**config.mk**
```make
export PLATFORM = sky130hd
export DESIGN_NAME = vca_alloc
export DESIGN_NICKNAME = d
export VERILOG_FILES = /design/src/vca_alloc.v
export VERILOG_INCLUDE_DIRS = /design/src /design/src/src
export SDC_FILE = /design/constraint.sdc
export NUM_CORES = 1
export LEC_CHECK = 0
export BUFFER_PORTS_ARGS = -buffer_cell sky130_fd_sc_hd__buf_2
export CORE_ASPECT_RATIO = 1.4
export CORE_MARGIN = 3
export CORE_UTILIZATION = 60
export DETAILED_ROUTE_END_ITERATION = 10
export PLACE_DENSITY = 0.76
export SLEW_MARGIN = 20
export SYNTH_ARGS = -nofsm -noshare
export SYNTH_HDL_FRONTEND = slang
export SYNTH_SLANG_ARGS = --single-unit
```
**constraint.sdc**
```tcl
create_clock -name core_clk -period 7.3 [get_ports core_clk]
set_input_delay 0.365 -clock core_clk [delete_from_list [all_inputs] [get_ports core_clk]]
set_output_delay 0.365 -clock core_clk [all_outputs]
set_load 0.02 [all_outputs]
```
**src/vca_map.vh**
```
`ifndef VCA_MAP_VH
`define VCA_MAP_VH
// Register word indexes; byte address is four times the index
`define VCA_REG_CTRL     4'h0
`define VCA_REG_CMD      4'h1
`define VCA_REG_ENTRY    4'h2
`define VCA_REG_STATUS   4'h3
`define VCA_REG_POS      4'h4
// Control word fields
`define VCA_CTRL_MODE    0
`define VCA_CTRL_CNT_A   1
`define VCA_CTRL_CNT_B   2
`define VCA_CTRL_FOURBIT 3
`define VCA_CTRL_CH_LO   4
`define VCA_CTRL_CH_HI   6
`define VCA_CTRL_RST     7'h01
// Command word fields
`define VCA_CMD_REC      0
`define VCA_CMD_PLAY     1
`define VCA_CMD_STOP     2
// Highest row for each memory size
`define VCA_ROW_256K     12'h0FF
`define VCA_ROW_512K     12'h1FF
`define VCA_ROW_1M       12'h3FF
`define VCA_ROW_2M       12'h7FF
`define VCA_ROW_3M       12'hBFF
`define VCA_ROW_4M       12'hFFF
// Index rows and first voice row
`define VCA_IDX_LAST     12'h007
`define VCA_VOICE_FIRST  12'h008
// Last column for each sample width
`define VCA_COL_3BIT     8'hA9
`define VCA_COL_4BIT     8'h7F
`endif

```
**src/vca_alloc.v**
```verilog
// Notes on behaviour
// - Row address capped by memory size
// - Memory is 1K-bit rows, index and voice
// - Rows 000h-007h hold the channel index
// - Entry holds 12-bit start, 20-bit stop
// - Voice samples at row 008h upward, except flex chn after an unrecorded channel
// - 3-bit: column steps 00h to A9h
// - 4-bit: column steps 00h to 7Fh
// - Two selects plus pick give memory config
// - Shared pin is fourth select when both high
// - Mode bit low is direct, host only
// - Count selects give fixed 8/4/2 or flex
// - Fixed mode splits memory equally
// - Fixed recording starts at region head
// - Flex ch0 starts first voice row
// - Flex chn starts after previous stop
// - Direct and flex use three address bits
// - Fixed 4/2 mode ignores low address bits
// - Fixed capacity is size over count
// - Channel from pins or from host word
// - Playback ends at recorded stop address
//
// The placing of the registers and strobed register access were left to the implementer.
`timescale 1ns/1ns
`default_nettype none
`include "vca_map.vh"
module vca_alloc (
   // Clock and reset
   input  wire        core_clk,
   input  wire        resetn,
   // Register port
   input  wire [3:0]  reg_addr,
   input  wire [31:0] reg_wdata,
   input  wire        reg_wr,
   input  wire        reg_rd,
   output reg  [31:0] reg_rdata,
   // Configuration pins
   input  wire        mcu_mode_pin,
   input  wire        mem_cfg_sel_a,
   input  wire        mem_cfg_sel_b,
   input  wire        mem_size_pick_in,
   output wire        fourth_mem_select_out,
   output wire        fourth_mem_select_oe,
   input  wire        chan_count_sel_a,
   input  wire        chan_count_sel_b,
   input  wire        chan_addr_bit0,
   input  wire        chan_addr_bit1,
   input  wire        chan_addr_bit2,
   // Sample pair strobe from the codec
   input  wire        pair_tick,
   // Memory address outputs
   output reg  [11:0] mem_row_q,
   output reg  [7:0]  mem_col_q,
   output reg  [2:0]  mem_cs_n_q,
   // Index write to memory
   output reg         idx_wr_q,
   output reg  [11:0] idx_row_q,
   output reg  [31:0] idx_data_q,
   // Activity
   output reg         rec_q,
   output reg         play_q,
   output reg         done_q
);

   // ************************************************
   // Constants and state
   // ************************************************
   localparam [2:0] ST_IDLE = 3'b001;
   localparam [2:0] ST_REC  = 3'b010;
   localparam [2:0] ST_PLAY = 3'b100;

   reg  [2:0]  state_q;          // One-hot sequencer
   reg  [6:0]  ctrl_q;           // Control word
   reg  [11:0] start_tab [0:7];  // Head row per channel
   reg  [19:0] stop_tab  [0:7];  // Tail address per channel
   reg  [11:0] end_row_q;        // Last allowed row
   reg  [19:0] last_q;           // Last written pair
   reg  [2:0]  ch_q;             // Active channel
   reg         cs4_n_q;          // Fourth chip select
   reg         cs4_oe_q;         // Shared pin drives
   reg  [9:0]  s1_q;             // Pin sync stage one
   reg  [9:0]  s2_q;             // Pin sync stage two
   integer     i;

   // ************************************************
   // Helper functions
   // ************************************************
   // Memory size from the selects and the pick pin
   function [11:0] max_row;
      input a;
      input b;
      input pick;
      begin
         case ({b, a})
            2'b00: max_row = pick ? `VCA_ROW_512K
                                  : `VCA_ROW_256K;
            2'b01: max_row = `VCA_ROW_1M;
            2'b10: max_row = `VCA_ROW_2M;
            default: max_row = `VCA_ROW_4M;
         endcase
      end
   endfunction

   // Channel from address bits for a channel count
   function [2:0] chan_of;
      input [2:0] adr;
      input [1:0] shift;     // Three bits less this many
      begin
         case (shift)
            2'd1: chan_of = {1'b0, adr[2:1]};
            2'd2: chan_of = {2'b00, adr[2]};
            default: chan_of = adr;
         endcase
      end
   endfunction

   // ************************************************
   // Pin synchronisers
   // ************************************************
   // Pins are slow straps, two flops each
   always @(posedge core_clk or negedge resetn) begin
      if (!resetn) begin
         s1_q <= 10'h000;
         s2_q <= 10'h000;
      end else begin
         s1_q <= {mcu_mode_pin, mem_cfg_sel_a, mem_cfg_sel_b,
                  mem_size_pick_in, chan_count_sel_a,
                  chan_count_sel_b, chan_addr_bit2,
                  chan_addr_bit1, chan_addr_bit0, 1'b0};
         s2_q <= s1_q;
      end
   end

   wire       mcu_mode = s2_q[9];
   wire       sel_a    = s2_q[8];
   wire       sel_b    = s2_q[7];
   // The pick input is meaningless while it drives
   wire       pick     = s2_q[6] & ~(sel_a & sel_b);

   // ************************************************
   // Mode decode
   // ************************************************
   // Stand-alone forces the mode bit high
   wire       mode_bit = mcu_mode ? ctrl_q[`VCA_CTRL_MODE]
                                  : 1'b1;
   wire       cnt_a    = mcu_mode ? ctrl_q[`VCA_CTRL_CNT_A]
                                  : s2_q[5];
   wire       cnt_b    = mcu_mode ? ctrl_q[`VCA_CTRL_CNT_B]
                                  : s2_q[4];
   wire [2:0] ch_addr  = mcu_mode ?
                         ctrl_q[`VCA_CTRL_CH_HI:`VCA_CTRL_CH_LO]
                                  : s2_q[3:1];
   wire       direct   = ~mode_bit;
   wire       flex     = mode_bit & cnt_a & cnt_b;
   wire       fixed    = mode_bit & ~(cnt_a & cnt_b);
   // Channel count as a shift: 8, 4 or 2 channels
   wire [1:0] cnt_sh   = (~fixed)       ? 2'd0 :
                         (cnt_a)        ? 2'd1 :
                         (cnt_b)        ? 2'd2 : 2'd0;
   wire [2:0] chan     = chan_of(ch_addr, cnt_sh);

   // ************************************************
   // Address arithmetic
   // ************************************************
   wire [11:0] top_row = max_row(sel_a, sel_b, pick);
   wire [7:0]  col_max = ctrl_q[`VCA_CTRL_FOURBIT] ?
                         `VCA_COL_4BIT : `VCA_COL_3BIT;
   // Equal share of the whole memory per channel
   wire [12:0] size_rows = {1'b0, top_row} + 13'h0001;
   wire [12:0] region    = size_rows >> (2'd3 - cnt_sh);
   wire [12:0] reg_head  = region * {10'h000, chan};
   wire [12:0] reg_tail  = reg_head + region - 13'h0001;
   // Fixed and direct starts never fall in the index rows
   wire [11:0] raw_start = fixed ? reg_head[11:0] : start_tab[chan];
   wire [11:0] fix_start = (raw_start < `VCA_VOICE_FIRST)
                           ? `VCA_VOICE_FIRST : raw_start;
   wire [2:0]  prev_ch   = chan - 3'd1;
   wire [11:0] flex_start = (chan == 3'd0) ?
                           `VCA_VOICE_FIRST :
                           stop_tab[prev_ch][19:8]
                           + 12'h001;
   reg  [11:0] new_start;
   reg  [11:0] new_end;
   always @* begin
      // Pick the region for the selected mode
      if (fixed) begin
         new_start = fix_start;
         new_end   = reg_tail[11:0];
      end else if (flex) begin
         new_start = flex_start;
         new_end   = top_row;
      end else begin
         new_start = fix_start;
         new_end   = stop_tab[chan][19:8];
      end
   end

   // Row and column of the next pair
   wire        col_wrap = (mem_col_q == col_max);
   wire [11:0] row_next = col_wrap ? mem_row_q + 12'h001
                                   : mem_row_q;
   wire [7:0]  col_next = col_wrap ? 8'h00
                                   : mem_col_q + 8'h01;
   wire [19:0] here     = {mem_row_q, mem_col_q};

   // Selects from the row bits; they trail the row a cycle
   reg  [3:0]  cs_n_d;
   always @* begin
      cs_n_d = 4'hF;
      if (rec_q | play_q) begin
         case ({sel_b, sel_a})
            2'b10:   cs_n_d[{1'b0, mem_row_q[10]}] = 1'b0;
            2'b11:   cs_n_d[mem_row_q[11:10]]     = 1'b0;
            default: cs_n_d[0]                    = 1'b0;
         endcase
      end
   end

   // ************************************************
   // Register writes
   // ************************************************
   wire wr_ctrl  = reg_wr & (reg_addr == `VCA_REG_CTRL);
   wire wr_cmd   = reg_wr & (reg_addr == `VCA_REG_CMD);
   wire wr_entry = reg_wr & (reg_addr == `VCA_REG_ENTRY);
   wire go_rec   = wr_cmd & reg_wdata[`VCA_CMD_REC];
   wire go_play  = wr_cmd & reg_wdata[`VCA_CMD_PLAY]
                         & ~reg_wdata[`VCA_CMD_REC];
   wire stop_req = wr_cmd & reg_wdata[`VCA_CMD_STOP];

   always @(posedge core_clk or negedge resetn) begin
      if (!resetn)
         ctrl_q <= `VCA_CTRL_RST;
      else if (wr_ctrl)
         ctrl_q <= reg_wdata[6:0];
   end

   // ************************************************
   // Sequencer and index table
   // ************************************************
   always @(posedge core_clk or negedge resetn) begin
      if (!resetn) begin
         state_q   <= ST_IDLE;
         mem_row_q <= `VCA_VOICE_FIRST;
         mem_col_q <= 8'h00;
         end_row_q <= `VCA_VOICE_FIRST;
         last_q    <= 20'h00000;
         ch_q      <= 3'd0;
         idx_wr_q  <= 1'b0;
         idx_row_q <= 12'h000;
         idx_data_q <= 32'h00000000;
         rec_q     <= 1'b0;
         play_q    <= 1'b0;
         done_q    <= 1'b0;
         for (i = 0; i < 8; i = i + 1) begin
            start_tab[i] <= `VCA_VOICE_FIRST;
            stop_tab[i]  <= 20'h00000;
         end
      end else begin
         idx_wr_q <= 1'b0;
         done_q   <= 1'b0;
         case (state_q)
            ST_IDLE: begin
               // Host fills the index itself in direct mode
               if (wr_entry & direct & mcu_mode) begin
                  start_tab[chan] <= reg_wdata[31:20];
                  stop_tab[chan]  <= reg_wdata[19:0];
                  idx_wr_q   <= 1'b1;
                  idx_row_q  <= {9'h000, chan};
                  idx_data_q <= reg_wdata;
               end else if (go_rec | go_play) begin
                  ch_q      <= chan;
                  mem_row_q <= new_start;
                  mem_col_q <= 8'h00;
                  last_q    <= {new_start, 8'h00};
                  // Never step past the fitted memory
                  end_row_q <= (new_end > top_row) ?
                               top_row : new_end;
                  if (go_rec) begin
                     start_tab[chan] <= new_start;
                     state_q <= ST_REC;
                     rec_q   <= 1'b1;
                  end else begin
                     state_q <= ST_PLAY;
                     play_q  <= 1'b1;
                  end
               end
            end
            ST_REC: begin
               // Stop or full region closes the channel
               if (stop_req | (pair_tick & col_wrap &
                               (mem_row_q == end_row_q))) begin
                  state_q <= ST_IDLE;
                  rec_q   <= 1'b0;
                  done_q  <= 1'b1;
                  stop_tab[ch_q] <= stop_req ? last_q
                                             : here;
                  idx_wr_q   <= 1'b1;
                  idx_row_q  <= {9'h000, ch_q};
                  idx_data_q <= {start_tab[ch_q],
                                 stop_req ? last_q : here};
               end else if (pair_tick) begin
                  last_q    <= here;
                  mem_row_q <= row_next;
                  mem_col_q <= col_next;
               end
            end
            ST_PLAY: begin
               // Ends at the stored tail address
               if (stop_req | (pair_tick &
                   ((here == stop_tab[ch_q]) |
                    (col_wrap & (mem_row_q == end_row_q))))) begin
                  state_q <= ST_IDLE;
                  play_q  <= 1'b0;
                  done_q  <= 1'b1;
               end else if (pair_tick) begin
                  mem_row_q <= row_next;
                  mem_col_q <= col_next;
               end
            end
            default: begin
               state_q <= ST_IDLE;
               rec_q   <= 1'b0;
               play_q  <= 1'b0;
            end
         endcase
      end
   end

   // ************************************************
   // Chip selects and shared pin
   // ************************************************
   always @(posedge core_clk or negedge resetn) begin
      if (!resetn) begin
         mem_cs_n_q <= 3'h7;
         cs4_n_q    <= 1'b1;
         cs4_oe_q   <= 1'b0;
      end else begin
         mem_cs_n_q <= cs_n_d[2:0];
         cs4_n_q    <= cs_n_d[3];
         cs4_oe_q   <= sel_a & sel_b;
      end
   end

   assign fourth_mem_select_out = cs4_n_q;
   assign fourth_mem_select_oe  = cs4_oe_q;

   // ************************************************
   // Register reads
   // ************************************************
   // Unmapped words read as zero
   always @(posedge core_clk or negedge resetn) begin
      if (!resetn)
         reg_rdata <= 32'h00000000;
      else if (reg_rd) begin
         case (reg_addr)
            `VCA_REG_CTRL:   reg_rdata <= {25'h0000000, ctrl_q};
            `VCA_REG_ENTRY:  reg_rdata <= {start_tab[chan],
                                           stop_tab[chan]};
            `VCA_REG_STATUS: reg_rdata <= {10'h000, top_row,
                                           1'b0, chan, flex,
                                           fixed, direct, mcu_mode,
                                           play_q, rec_q};
            `VCA_REG_POS:    reg_rdata <= {12'h000, here};
            default:         reg_rdata <= 32'h00000000;
         endcase
      end else
         reg_rdata <= 32'h00000000;
   end

endmodule // vca_alloc
`default_nettype wire

```
-- Word level (Yosys, flattened, before mapping)
Index checks and enable logic that the tools add are counted.
- flip-flop bits (word level): 424
- bits in latches: 0
- RAM bits: 0
- bits in read-only memories: 0
- input bits: 50
- output and inout bits: 105
- memories: 0
- $add $sub $neg: 8
- multipliers: 1
- div/mod/pow operators: 0
- $lt $le $gt $ge: 11
- equality and inequality tests: 25
- shift operators: 1
- mux-type cells: 106
- bitwise operators: 36
- reduce and logical (&&, ||, !) cells: 19
- operators with widths (operator ; count):
    160-bit bitwise mux ; 2
    160-bit two-way mux ; 2
    160-bit case mux with 2 select lines ; 1
    96-bit two-way mux ; 3
    20-bit two-way mux ; 13
    12-bit two-way mux ; 21
    96-bit bitwise mux ; 2
    20-bit binary-select mux with 3-bit select ; 3
    32-bit case mux with 4 select lines ; 1
    20-bit demux with 3-bit select ; 2
    32-bit two-way mux ; 3
    12-bit binary-select mux with 3-bit select ; 2
    12-bit case mux with 3 select lines ; 2
    32-bit case mux with 2 select lines ; 1
    8-bit two-way mux ; 7
    20-bit case mux with 2 select lines ; 1
    12-bit demux with 3-bit select ; 1
    12-bit by 1-bit adder with 12-bit output (second input constant) ; 2
    12-bit case mux with 2 select lines ; 1
    8-bit case mux with 3 select lines ; 1
    20-bit == test ; 1
    2-bit inequality test (second input constant) ; 10
    5-bit AND reduction ; 4
    1-bit AND ; 19
    50 further kinds ; 102

-- Longest topological paths before layout
Gate-level depths: netlist of run 1.
- depth after elaboration: 20
- depth in mapped cells: 31
- gate-level depth less buffers: 31

-- Worst setup path before layout of run 1
OpenSTA, ideal clock, no wires.
- path kind: reg-to-reg
- from: reg ctrl_q[0]
- to: reg end_row_q[0]
- arrival time: 6.291 ns
- data required time: 7.179 ns
- slack: 0.888 ns
- stages on the path, launching flop included: 30
- buffers on the path: 4
- period minus slack after synthesis: 6.412 ns
- cells stage by stage: dfstp_2 clkbuf_1 and2_1 a22oi_2 a221oi_2 buf_6 buf_6 buf_2 nand2_1 fa_1 inv_1 ha_1 inv_1 fa_1 ha_1 inv_1 ha_1 a21oi_1 o21bai_1 a21oi_1 xnor2_1 xor2_1 o21ai_0 o21ai_0 ha_1 and4_1 o2111ai_1 o21a_1 or3_1 o22a_1
- longest elaborated chain between the ends: 13
- elaborated cells between the ends (all ways): 26
- ends and longest elaborated chain (what ; RTL line ; text):
    from (decl) ; vca_alloc.v:73 ; reg [6:0] ctrl_q;
    from (signal assigned) ; vca_alloc.v:232 ; ctrl_q <= `VCA_CTRL_RST;
    from (signal assigned) ; vca_alloc.v:234 ; ctrl_q <= reg_wdata[6:0];
    1-bit two-way mux (*) ; vca_alloc.v:144 ; wire mode_bit = mcu_mode ? ctrl_q[`VCA_CTRL_MODE]
    branches (longest 12 deep; another with 13-bit by 3-bit multiplier with 12-bit output) ; -- ;
    to (signal assigned) ; vca_alloc.v:245 ; end_row_q <= `VCA_VOICE_FIRST;
    to (signal assigned) ; vca_alloc.v:276 ; end_row_q <= (new_end > top_row) ?
    to (decl) ; vca_alloc.v:76 ; reg [11:0] end_row_q;
Mark *: on every way between the ends. The select of a mux whose other input is x is not followed.
A chain may end at the register's enable or synchronous reset.

-- Worst setup path in the final report of run 1
- from: reg s2_q[7]
- to: reg end_row_q[1]
- longest elaborated chain between the ends: 13
- elaborated cells between the ends (all ways): 17
- ends and longest elaborated chain (what ; RTL line ; text):
    from (decl) ; vca_alloc.v:82 ; reg [9:0] s2_q;
    from (signal assigned) ; vca_alloc.v:130 ; s2_q <= s1_q;
    1-bit AND ; vca_alloc.v:138 ; wire pick = s2_q[6] & ~(sel_a & sel_b);
    1-bit NOT ; vca_alloc.v:138 ;
    1-bit AND ; vca_alloc.v:138 ;
    9-bit two-way mux (no source line) ; -- ;
    12-bit case mux with 3 select lines (*) ; vca_alloc.v:94 ; case ({b, a})
    12-bit by 1-bit adder with 13-bit output ; vca_alloc.v:169 ; wire [12:0] size_rows = {1'b0, top_row} + 13'h0001;
    13-bit by 2-bit >> shifter with 13-bit output ; vca_alloc.v:170 ; wire [12:0] region = size_rows >> (2'd3 - cnt_sh);
    13-bit by 3-bit multiplier with 12-bit output ; vca_alloc.v:171 ; wire [12:0] reg_head = region * {10'h000, chan};
    12-bit adder ; vca_alloc.v:172 ; wire [12:0] reg_tail = reg_head + region - 13'h0001;
    12-bit by 1-bit subtractor with 12-bit output ; vca_alloc.v:172 ;
    12-bit two-way mux ; vca_alloc.v:186 ; if (fixed) begin
    12-bit > comparator ; vca_alloc.v:276 ;
    12-bit two-way mux (*) ; vca_alloc.v:276 ;
Every way passes the cells marked *; elsewhere a longest branch is shown, timed or not.

==> run_results.csv, run 1 <==
group,metric,value,unit
place,io_buffer_count,145,
logic_synthesis,ys_ff_latch,415,
final_layout,area_growth,10.8,%
worst_setup_path,reg2reg_slack,470,ps
cts,cts_buffers,43,
place,dpl-instance-area,26100,sq um
die,start_util,61.4,%
grt,grt_overflow,0,
logic_synthesis,ys.flop_type,"dfrtp_1",
worst_hold_path,hold_depth,3,
worst_setup_path,critical-path-top-delay-family,"compound AO/OA/AOI/OAI gates",
grt,antenna_found_initial,0,
power,internal_power,5.09,mW
worst_setup_path,slowest_delay,600,ps
timing,maxSlewViolCount,0,
outcome,status,"complete, no violations",
logic_synthesis,yosysMostFrequentCell,"dfrtp_1",
die,die_w,178,um
drt,via_per_inst,7.18,
final_layout,antennaDiodeCount,0,
final_layout,fin_area,27600,sq um
grt,grt_pass1_wl,142,mm
timing,fin_ws,468,ps
cts,cts_max_level,2,
timing,relSlewSlack,22.6,%
power,combPwrFrac,36.1,%
drt,routed_wl,95.6,mm
logic_synthesis,synth_top_cells_by_count,"dfrtp_1, nand2_1, nor2_1",
timing,tns,0,ps
final_layout,nets,2799,
power,p_sw_share,40.0,%
drt,routed-via-count,23500,
logic_synthesis,synth.area.top_cells,"dfrtp_1, mux4_2, a22oi_1, nand2_1, nor2_1",
cts,post-cts-setup-buffers,0,
worst_setup_path,start_kind,"flip-flop",
place,dp_slack,384,ps
worst_setup_path,reg2reg_depth,31,
power,ir_drop,0.206,mV
final_layout,fillCellCount,3237,
timing,final.min_clock_period,6830,ps
worst_hold_path,worstHoldEndpoint,"idx_data_q[25]$_DFFE_PN0P_",
cts,cts.path.max_buffers,3,
grt,grt_max_degree,172,
cts,clock_latency,580,ps
worst_setup_path,r2r_end,"end_row_q[1]$_DFFE_PN0P_",
logic_synthesis,synth_edf_count,0,
logic_synthesis,avgSynthCellArea,9.34,sq um
logic_synthesis,postSynthCellCount,2668,
logic_synthesis,synth.distinct_cells,97,
grt,grt_pass1_vias,22900,
job,cap_violations,0,
worst_setup_path,crit_path_end_kind,"flip-flop",
worst_hold_path,hp-class,"in2reg",
worst_setup_path,timing.rr.start,"s2_q[7]$_DFF_PN0_",
power,powerDensity,307,nW/um^2
place,gp_congestion,1.00,
die,top_level_ports,155,
worst_setup_path,slowest_stage,"fa_1",
worst_setup_path,required,7750,ps
die,die_area,44100,sq um
logic_synthesis,synth-seq-area-share,41.7,%
drt,dr.pass1.iters,9,
die,die_h,247,um
cts,cts_tree,"built",
drt,routedWlPerCell,29.1,um
cts,clk_pin_slew,60,ps
cts,clkSinkCount,415,
timing,hold_violations,0,
cts,cts_root_buf,"clkbuf_16",
grt,grt_usage,42.9,%
power,p_leak,11.7,nW
logic_synthesis,synth_top_area_cell,"dfrtp_1",
worst_setup_path,crit_type,"reg2reg",
worst_hold_path,min_from,"reg_wdata[25]",
worst_setup_path,arrival,7280,ps
drt,drc,0,
timing,setup_viol,0,
drt,drt_iter0_drc,3665,
logic_synthesis,ys_async_sr_fraction,100,%
power,p_sw,3.39,mW
logic_synthesis,syn_area,24900,sq um
timing,fin_crit_sh,93.6,%
final_layout,drive_gt1_share,17.9,%
timing,holdWs,103,ps
worst_setup_path,cp_max_fo,7,
worst_setup_path,critPathBufInv,5,
logic_synthesis,ys_warn_count,0,
place,hpwl,65.7,mm
logic_synthesis,synth_top_area_share,40.1,%
power,clkPwrFrac,27.6,%
timing,fin_skew,20.3,ps
timing,fmaxAchievable,0.146,GHz
die,coreArea,40600,sq um
worst_setup_path,setup.worst_path.start,"s2_q[7]$_DFF_PN0_",
die,rows,87,
power,seqPwrFrac,36.3,%
timing,rsz0062_at_grt,"no",
drt,drt.antenna.violating_nets,0,
timing,tightest_slew,1160,ps
==> cells in the final DEF, fill, tap and decap left out, types with 34 or more instances in the layout <==
cell and count:
dfrtp_1 396, nand2_1 348, nor2_1 265, a21oi_1 195
o21ai_0 191, a22oi_1 178, buf_2 144, mux2i_1 83
mux4_2 82, buf_4 75, inv_1 45, nand3_1 45
clkbuf_16 44, o22ai_1 37, nor3_1 36, xnor2_1 35
mux2_2 34
==> worst max-delay path by stage <==
stage,to,slack [ps],cells after the start
final,end_row_q[1]$_DFFE_PN0P_,470,31
after global routing,end_row_q[1]$_DFFE_PN0P_,20,31
after CTS,end_row_q[1]$_DFFE_PN0P_,360,29
after detailed placement,end_row_q[1]$_DFFE_PN0P_,380,29
after global placement,end_row_q[2]$_DFFE_PN0P_,490,29
after floorplan,end_row_q[0]$_DFFE_PN0P_,890,29
==> metal layers <==
layer  track usage [%]  wire length, um  up-vias  share of wire [%]
li1                  -                -     9841                  -
met1              51.8            32200    11300                 34
met2              66.1            43000     1854                 45
met3              10.8            11400      528                 12
met4              32.4             8950        0                9.4
met5                 0                0        -                  0
==> power groups by stage <==
stage                     Clock [mW]  Sequential [mW]  Combinational, mW
final                           2.34             3.08               3.06
after global routing            2.42             3.10               3.24
after CTS                       2.33             3.06               2.98
after detailed placement           0             3.10               2.97
after global placement             0             3.08               2.93
after floorplan                    0             2.94               2.00
==> cell families after synthesis <==
| kind of cell | synth area share (%) |
|---|---|
| XOR/XNOR | 2.00 |
| flip-flops | 41.7 |
| multiplexers | 13.6 |
| adder cells (fa/ha/maj) | 1.99 |
| AND/OR/NAND/NOR | 14.8 |
| AO/OA/AOI/OAI | 21.0 |
| buffers and inverters | 4.75 |
| other | 0.0150 |
==> flip-flops by register name, indices dropped and copies added (netlist names), 3 cells and up <==
register / count
ch_q: 3
ctrl_q: 7
end_row_q: 12
idx_data_q: 32
idx_row_q: 3
last_q: 20
mem_col_q: 8
mem_cs_n_q: 3
mem_row_q: 12
reg_rdata: 32
s1_q: 9
s2_q: 9
start_tab: 96
state_q: 3
stop_tab: 160
==> worst reg2reg max path: cells and delay by family, from the launching register on <==
kind | cells | cell delay (ps)
xor gates and xnor gates | 3 | 440
AOI/OAI and AO/OA | 12 | 2260
adders and majority gates | 6 | 2080
and+or+nand+nor | 5 | 1020
DFF | 1 | 410
buffers and inverters | 5 | 500
==> layout make-up <==
class,instances,area (sq um),share of cell area [%]
Clock buffer,59,1230,4.44
Clock inverter,19,234,0.847
Inverter,46,178,0.643
Multi-Input combinational cell,1976,13500,48.8
Sequential cell,415,10400,37.7
Tap cell,534,668,2.42
Timing Repair Buffer,231,1420,5.14
==> per-stage QoR <==
| step | power (mW) | utilization (%) | instances |
|---|---|---|---|
| after detailed placement | 6.06 | 64.2 | 3192 |
| after global placement | 6.01 | 64.2 | 3192 |
| after CTS | 8.38 | 68.0 | 3280 |
| after floorplan | 4.94 | - | 2676 |
| final | 8.48 | 68.0 | 3280 |
| after global routing | 8.76 | 68.0 | 3280 |
==> timing repair <==
item | 4_1_cts | 5_1_grt
endpoints found under the hold margin | 108 | 0
endpoints found under the setup margin | 0 | 5
resized for setup | 0 | 2
hold buffers | 10 | 0
(Power assumes the default switching activity.)
==> run 2: changes to the inputs <==
--- a/config.mk
+++ b/config.mk
@@ -12,6 +12,8 @@
 export CORE_UTILIZATION = 60
 export DETAILED_ROUTE_END_ITERATION = 10
 export PLACE_DENSITY = 0.76
+export RECOVER_POWER = 25
+export SETUP_SLACK_MARGIN = 0.5
 export SLEW_MARGIN = 20
 export SYNTH_ARGS = -nofsm -noshare
 export SYNTH_HDL_FRONTEND = slang
==> run_results.csv, run 2 (synthesis results as in run 1) <==
group,metric,value,unit
place,dp_slack,384,ps
power,seqPwrFrac,36.3,%
place,dp.cells,3192,
drt,via_per_inst,7.15,
timing,fin_crit_sh,88.6,%
cts,cts_root_buf,"clkbuf_16",
timing,hold_violations,0,
timing,fmaxAchievable,0.155,GHz
timing,maxSlewViolCount,172,
power,p_sw,3.41,mW
final_layout,final_common_cell,"dfrtp_1",
power,clkPwrFrac,27.5,%
cts,cts_buffers,43,
power,ir_drop,0.203,mV
worst_setup_path,arrival,6910,ps
final_layout,layout.area.seq,10400,sq um
cts,clkSinkCount,415,
place,io_buffer_count,145,
die,die_w,178,um
cts,clk_pin_slew,60,ps
place,hpwl,65.7,mm
final_layout,fillCellCount,3292,
grt,grt_overflow,0,
die,start_util,61.4,%
worst_hold_path,hp-class,"in2reg",
die,die_area,44100,sq um
outcome,violations,"capacitance limit, slew limit",
power,powerDensity,308,nW/um^2
power,internal_power,5.08,mW
drt,routed-via-count,23500,
die,coreArea,40600,sq um
worst_setup_path,path_common_cell,"ha_1",
grt,grt_usage,42.9,%
power,p_leak,11.3,nW
drt,routedWlPerCell,29.1,um
job,cap_violations,1,
power,p_sw_share,40.2,%
grt,grt_max_degree,172,
final_layout,fin_util,67.8,%
worst_setup_path,slowest_delay,550,ps
worst_setup_path,setup.worst_path.start,"s2_q[8]$_DFF_PN0_",
drt,drc,0,
final_layout,regMostFlops,"stop_tab",
final_layout,area_growth,10.5,%
final_layout,multi_input_area,13500,sq um
cts,cts_max_level,2,
drt,drt.antenna.violating_nets,0,
worst_setup_path,crit_path_end_kind,"flip-flop",
outcome,status,"complete, but fails checks",
final_layout,final-instance-count-excl-fill,3284,
timing,fin_skew,21.1,ps
die,top_level_ports,155,
worst_setup_path,reg2reg_depth,29,
grt,antenna_found_initial,0,
final_layout,drive_gt1_share,14.8,%
drt,drt_iter0_drc,3509,
timing,tightest_slew,4420,ps
final_layout,largest_reg_flops,160,
power,finalPower,8.48,mW
die,die_h,247,um
place,dpl-instance-area,26100,sq um
place,gp_congestion,1.00,
worst_setup_path,start_kind,"flip-flop",
cts,cts_tree,"built",
die,rows,87,
final_layout,fin_area,27500,sq um
grt,grt_pass1_wl,142,mm
worst_setup_path,r2r_end,"end_row_q[1]$_DFFE_PN0P_",
timing,rsz0062_at_grt,"no",
worst_setup_path,slowest_stage,"fa_1",
cts,clock_latency,580,ps
timing,setup_viol,0,
worst_setup_path,crit_end,"end_row_q[1]$_DFFE_PN0P_",
timing,tns,0,ps
timing,holdWs,104,ps
worst_setup_path,timing.rr.start,"s2_q[8]$_DFF_PN0_",
final_layout,reg.largest.list,"stop_tab (160), start_tab (96)",
timing,fin_ws,833,ps
power,combPwrFrac,36.1,%
worst_setup_path,crit_type,"reg2reg",
cts,cts.path.max_buffers,3,
final_layout,most-common-layout-cells,"dfrtp_1, nand2_1, nor2_1",
drt,routed_wl,95.6,mm
timing,relSlewSlack,-195,%
worst_setup_path,required,7740,ps
final_layout,nets,2802,
grt,grt_pass1_vias,22900,
worst_setup_path,cp_max_fo,7,
drt,dr.pass1.iters,6,
worst_setup_path,reg2reg_slack,830,ps
timing,final.min_clock_period,6470,ps
[run 2: changes by cell type in the layout (fill, tap and decap cells not counted), sizes merged]
cell | before | now
clkbuf | 59 | 158
buf | 221 | 125
diode | 0 | 1
[run 2: what timing repair did]
item	CTS	global route
resized for setup	2	13
setup buffers	0	3
pin swaps	0	2
hold buffers	10	0
endpoints found under the hold margin	108	0
endpoints found under the setup margin	5	9
[run 2: power groups by stage]
stage	clock network, mW	logic, mW	registers (mW)
after floorplan	0	2.00	2.94
after global placement	0	2.93	3.08
after detailed placement	0	2.97	3.10
after CTS	2.33	2.98	3.06
after global routing	2.42	3.24	3.11
final	2.34	3.07	3.08
[run 2: layout make-up]
cell class / count / share of cell area, %
Clock inverter: 19 / 0.850
Sequential cell: 415 / 37.8
Antenna cell: 1 / 0.00909
Timing Repair Buffer: 234 / 4.69
Tap cell: 534 / 2.43
Inverter: 46 / 0.645
Multi-Input combinational cell: 1976 / 49.1
Clock buffer: 59 / 4.46
[run 2: critical path: cells and delay by family (launching register included)]
family                   cells  cell delay (ps)
XOR/XNOR                     2              250
AO/OA/AOI/OAI               11             2060
AND/OR/NAND/NOR              4              760
buffers and inverters        5              420
flip-flops                   1              400
adder cells (fa/ha/maj)      7             2430
[run 2: worst min-delay path by stage]
| stage | from | to | slack (ps) | depth (start not counted) |
|---|---|---|---|---|
| 3_5_place_dp | s1_q[8]$_DFF_PN0_ | s2_q[8]$_DFF_PN0_ | 350 | 0 |
| 3_3_place_gp | s1_q[6]$_DFF_PN0_ | s2_q[6]$_DFF_PN0_ | 350 | 0 |
| 4_1_cts | reg_wdata[25] | idx_data_q[25]$_DFFE_PN0P_ | 100 | 3 |
| 6_report | reg_wdata[25] | idx_data_q[25]$_DFFE_PN0P_ | 100 | 3 |
| 5_1_grt | reg_wdata[3] | ctrl_q[3]$_DFFE_PN0P_ | 110 | 2 |
| 2_1_floorplan | resetn | ch_q[0]$_DFFE_PN0P_ | 70 | 0 |
[run 2: routing by layer]
layer  up-vias  wire [um]  track usage (%)
li1       9836          -                -
met1     11300      32500             51.9
met2      1802      43300             66.0
met3       518      11000             10.7
met4         0       8760             32.3
met5         -          0                0
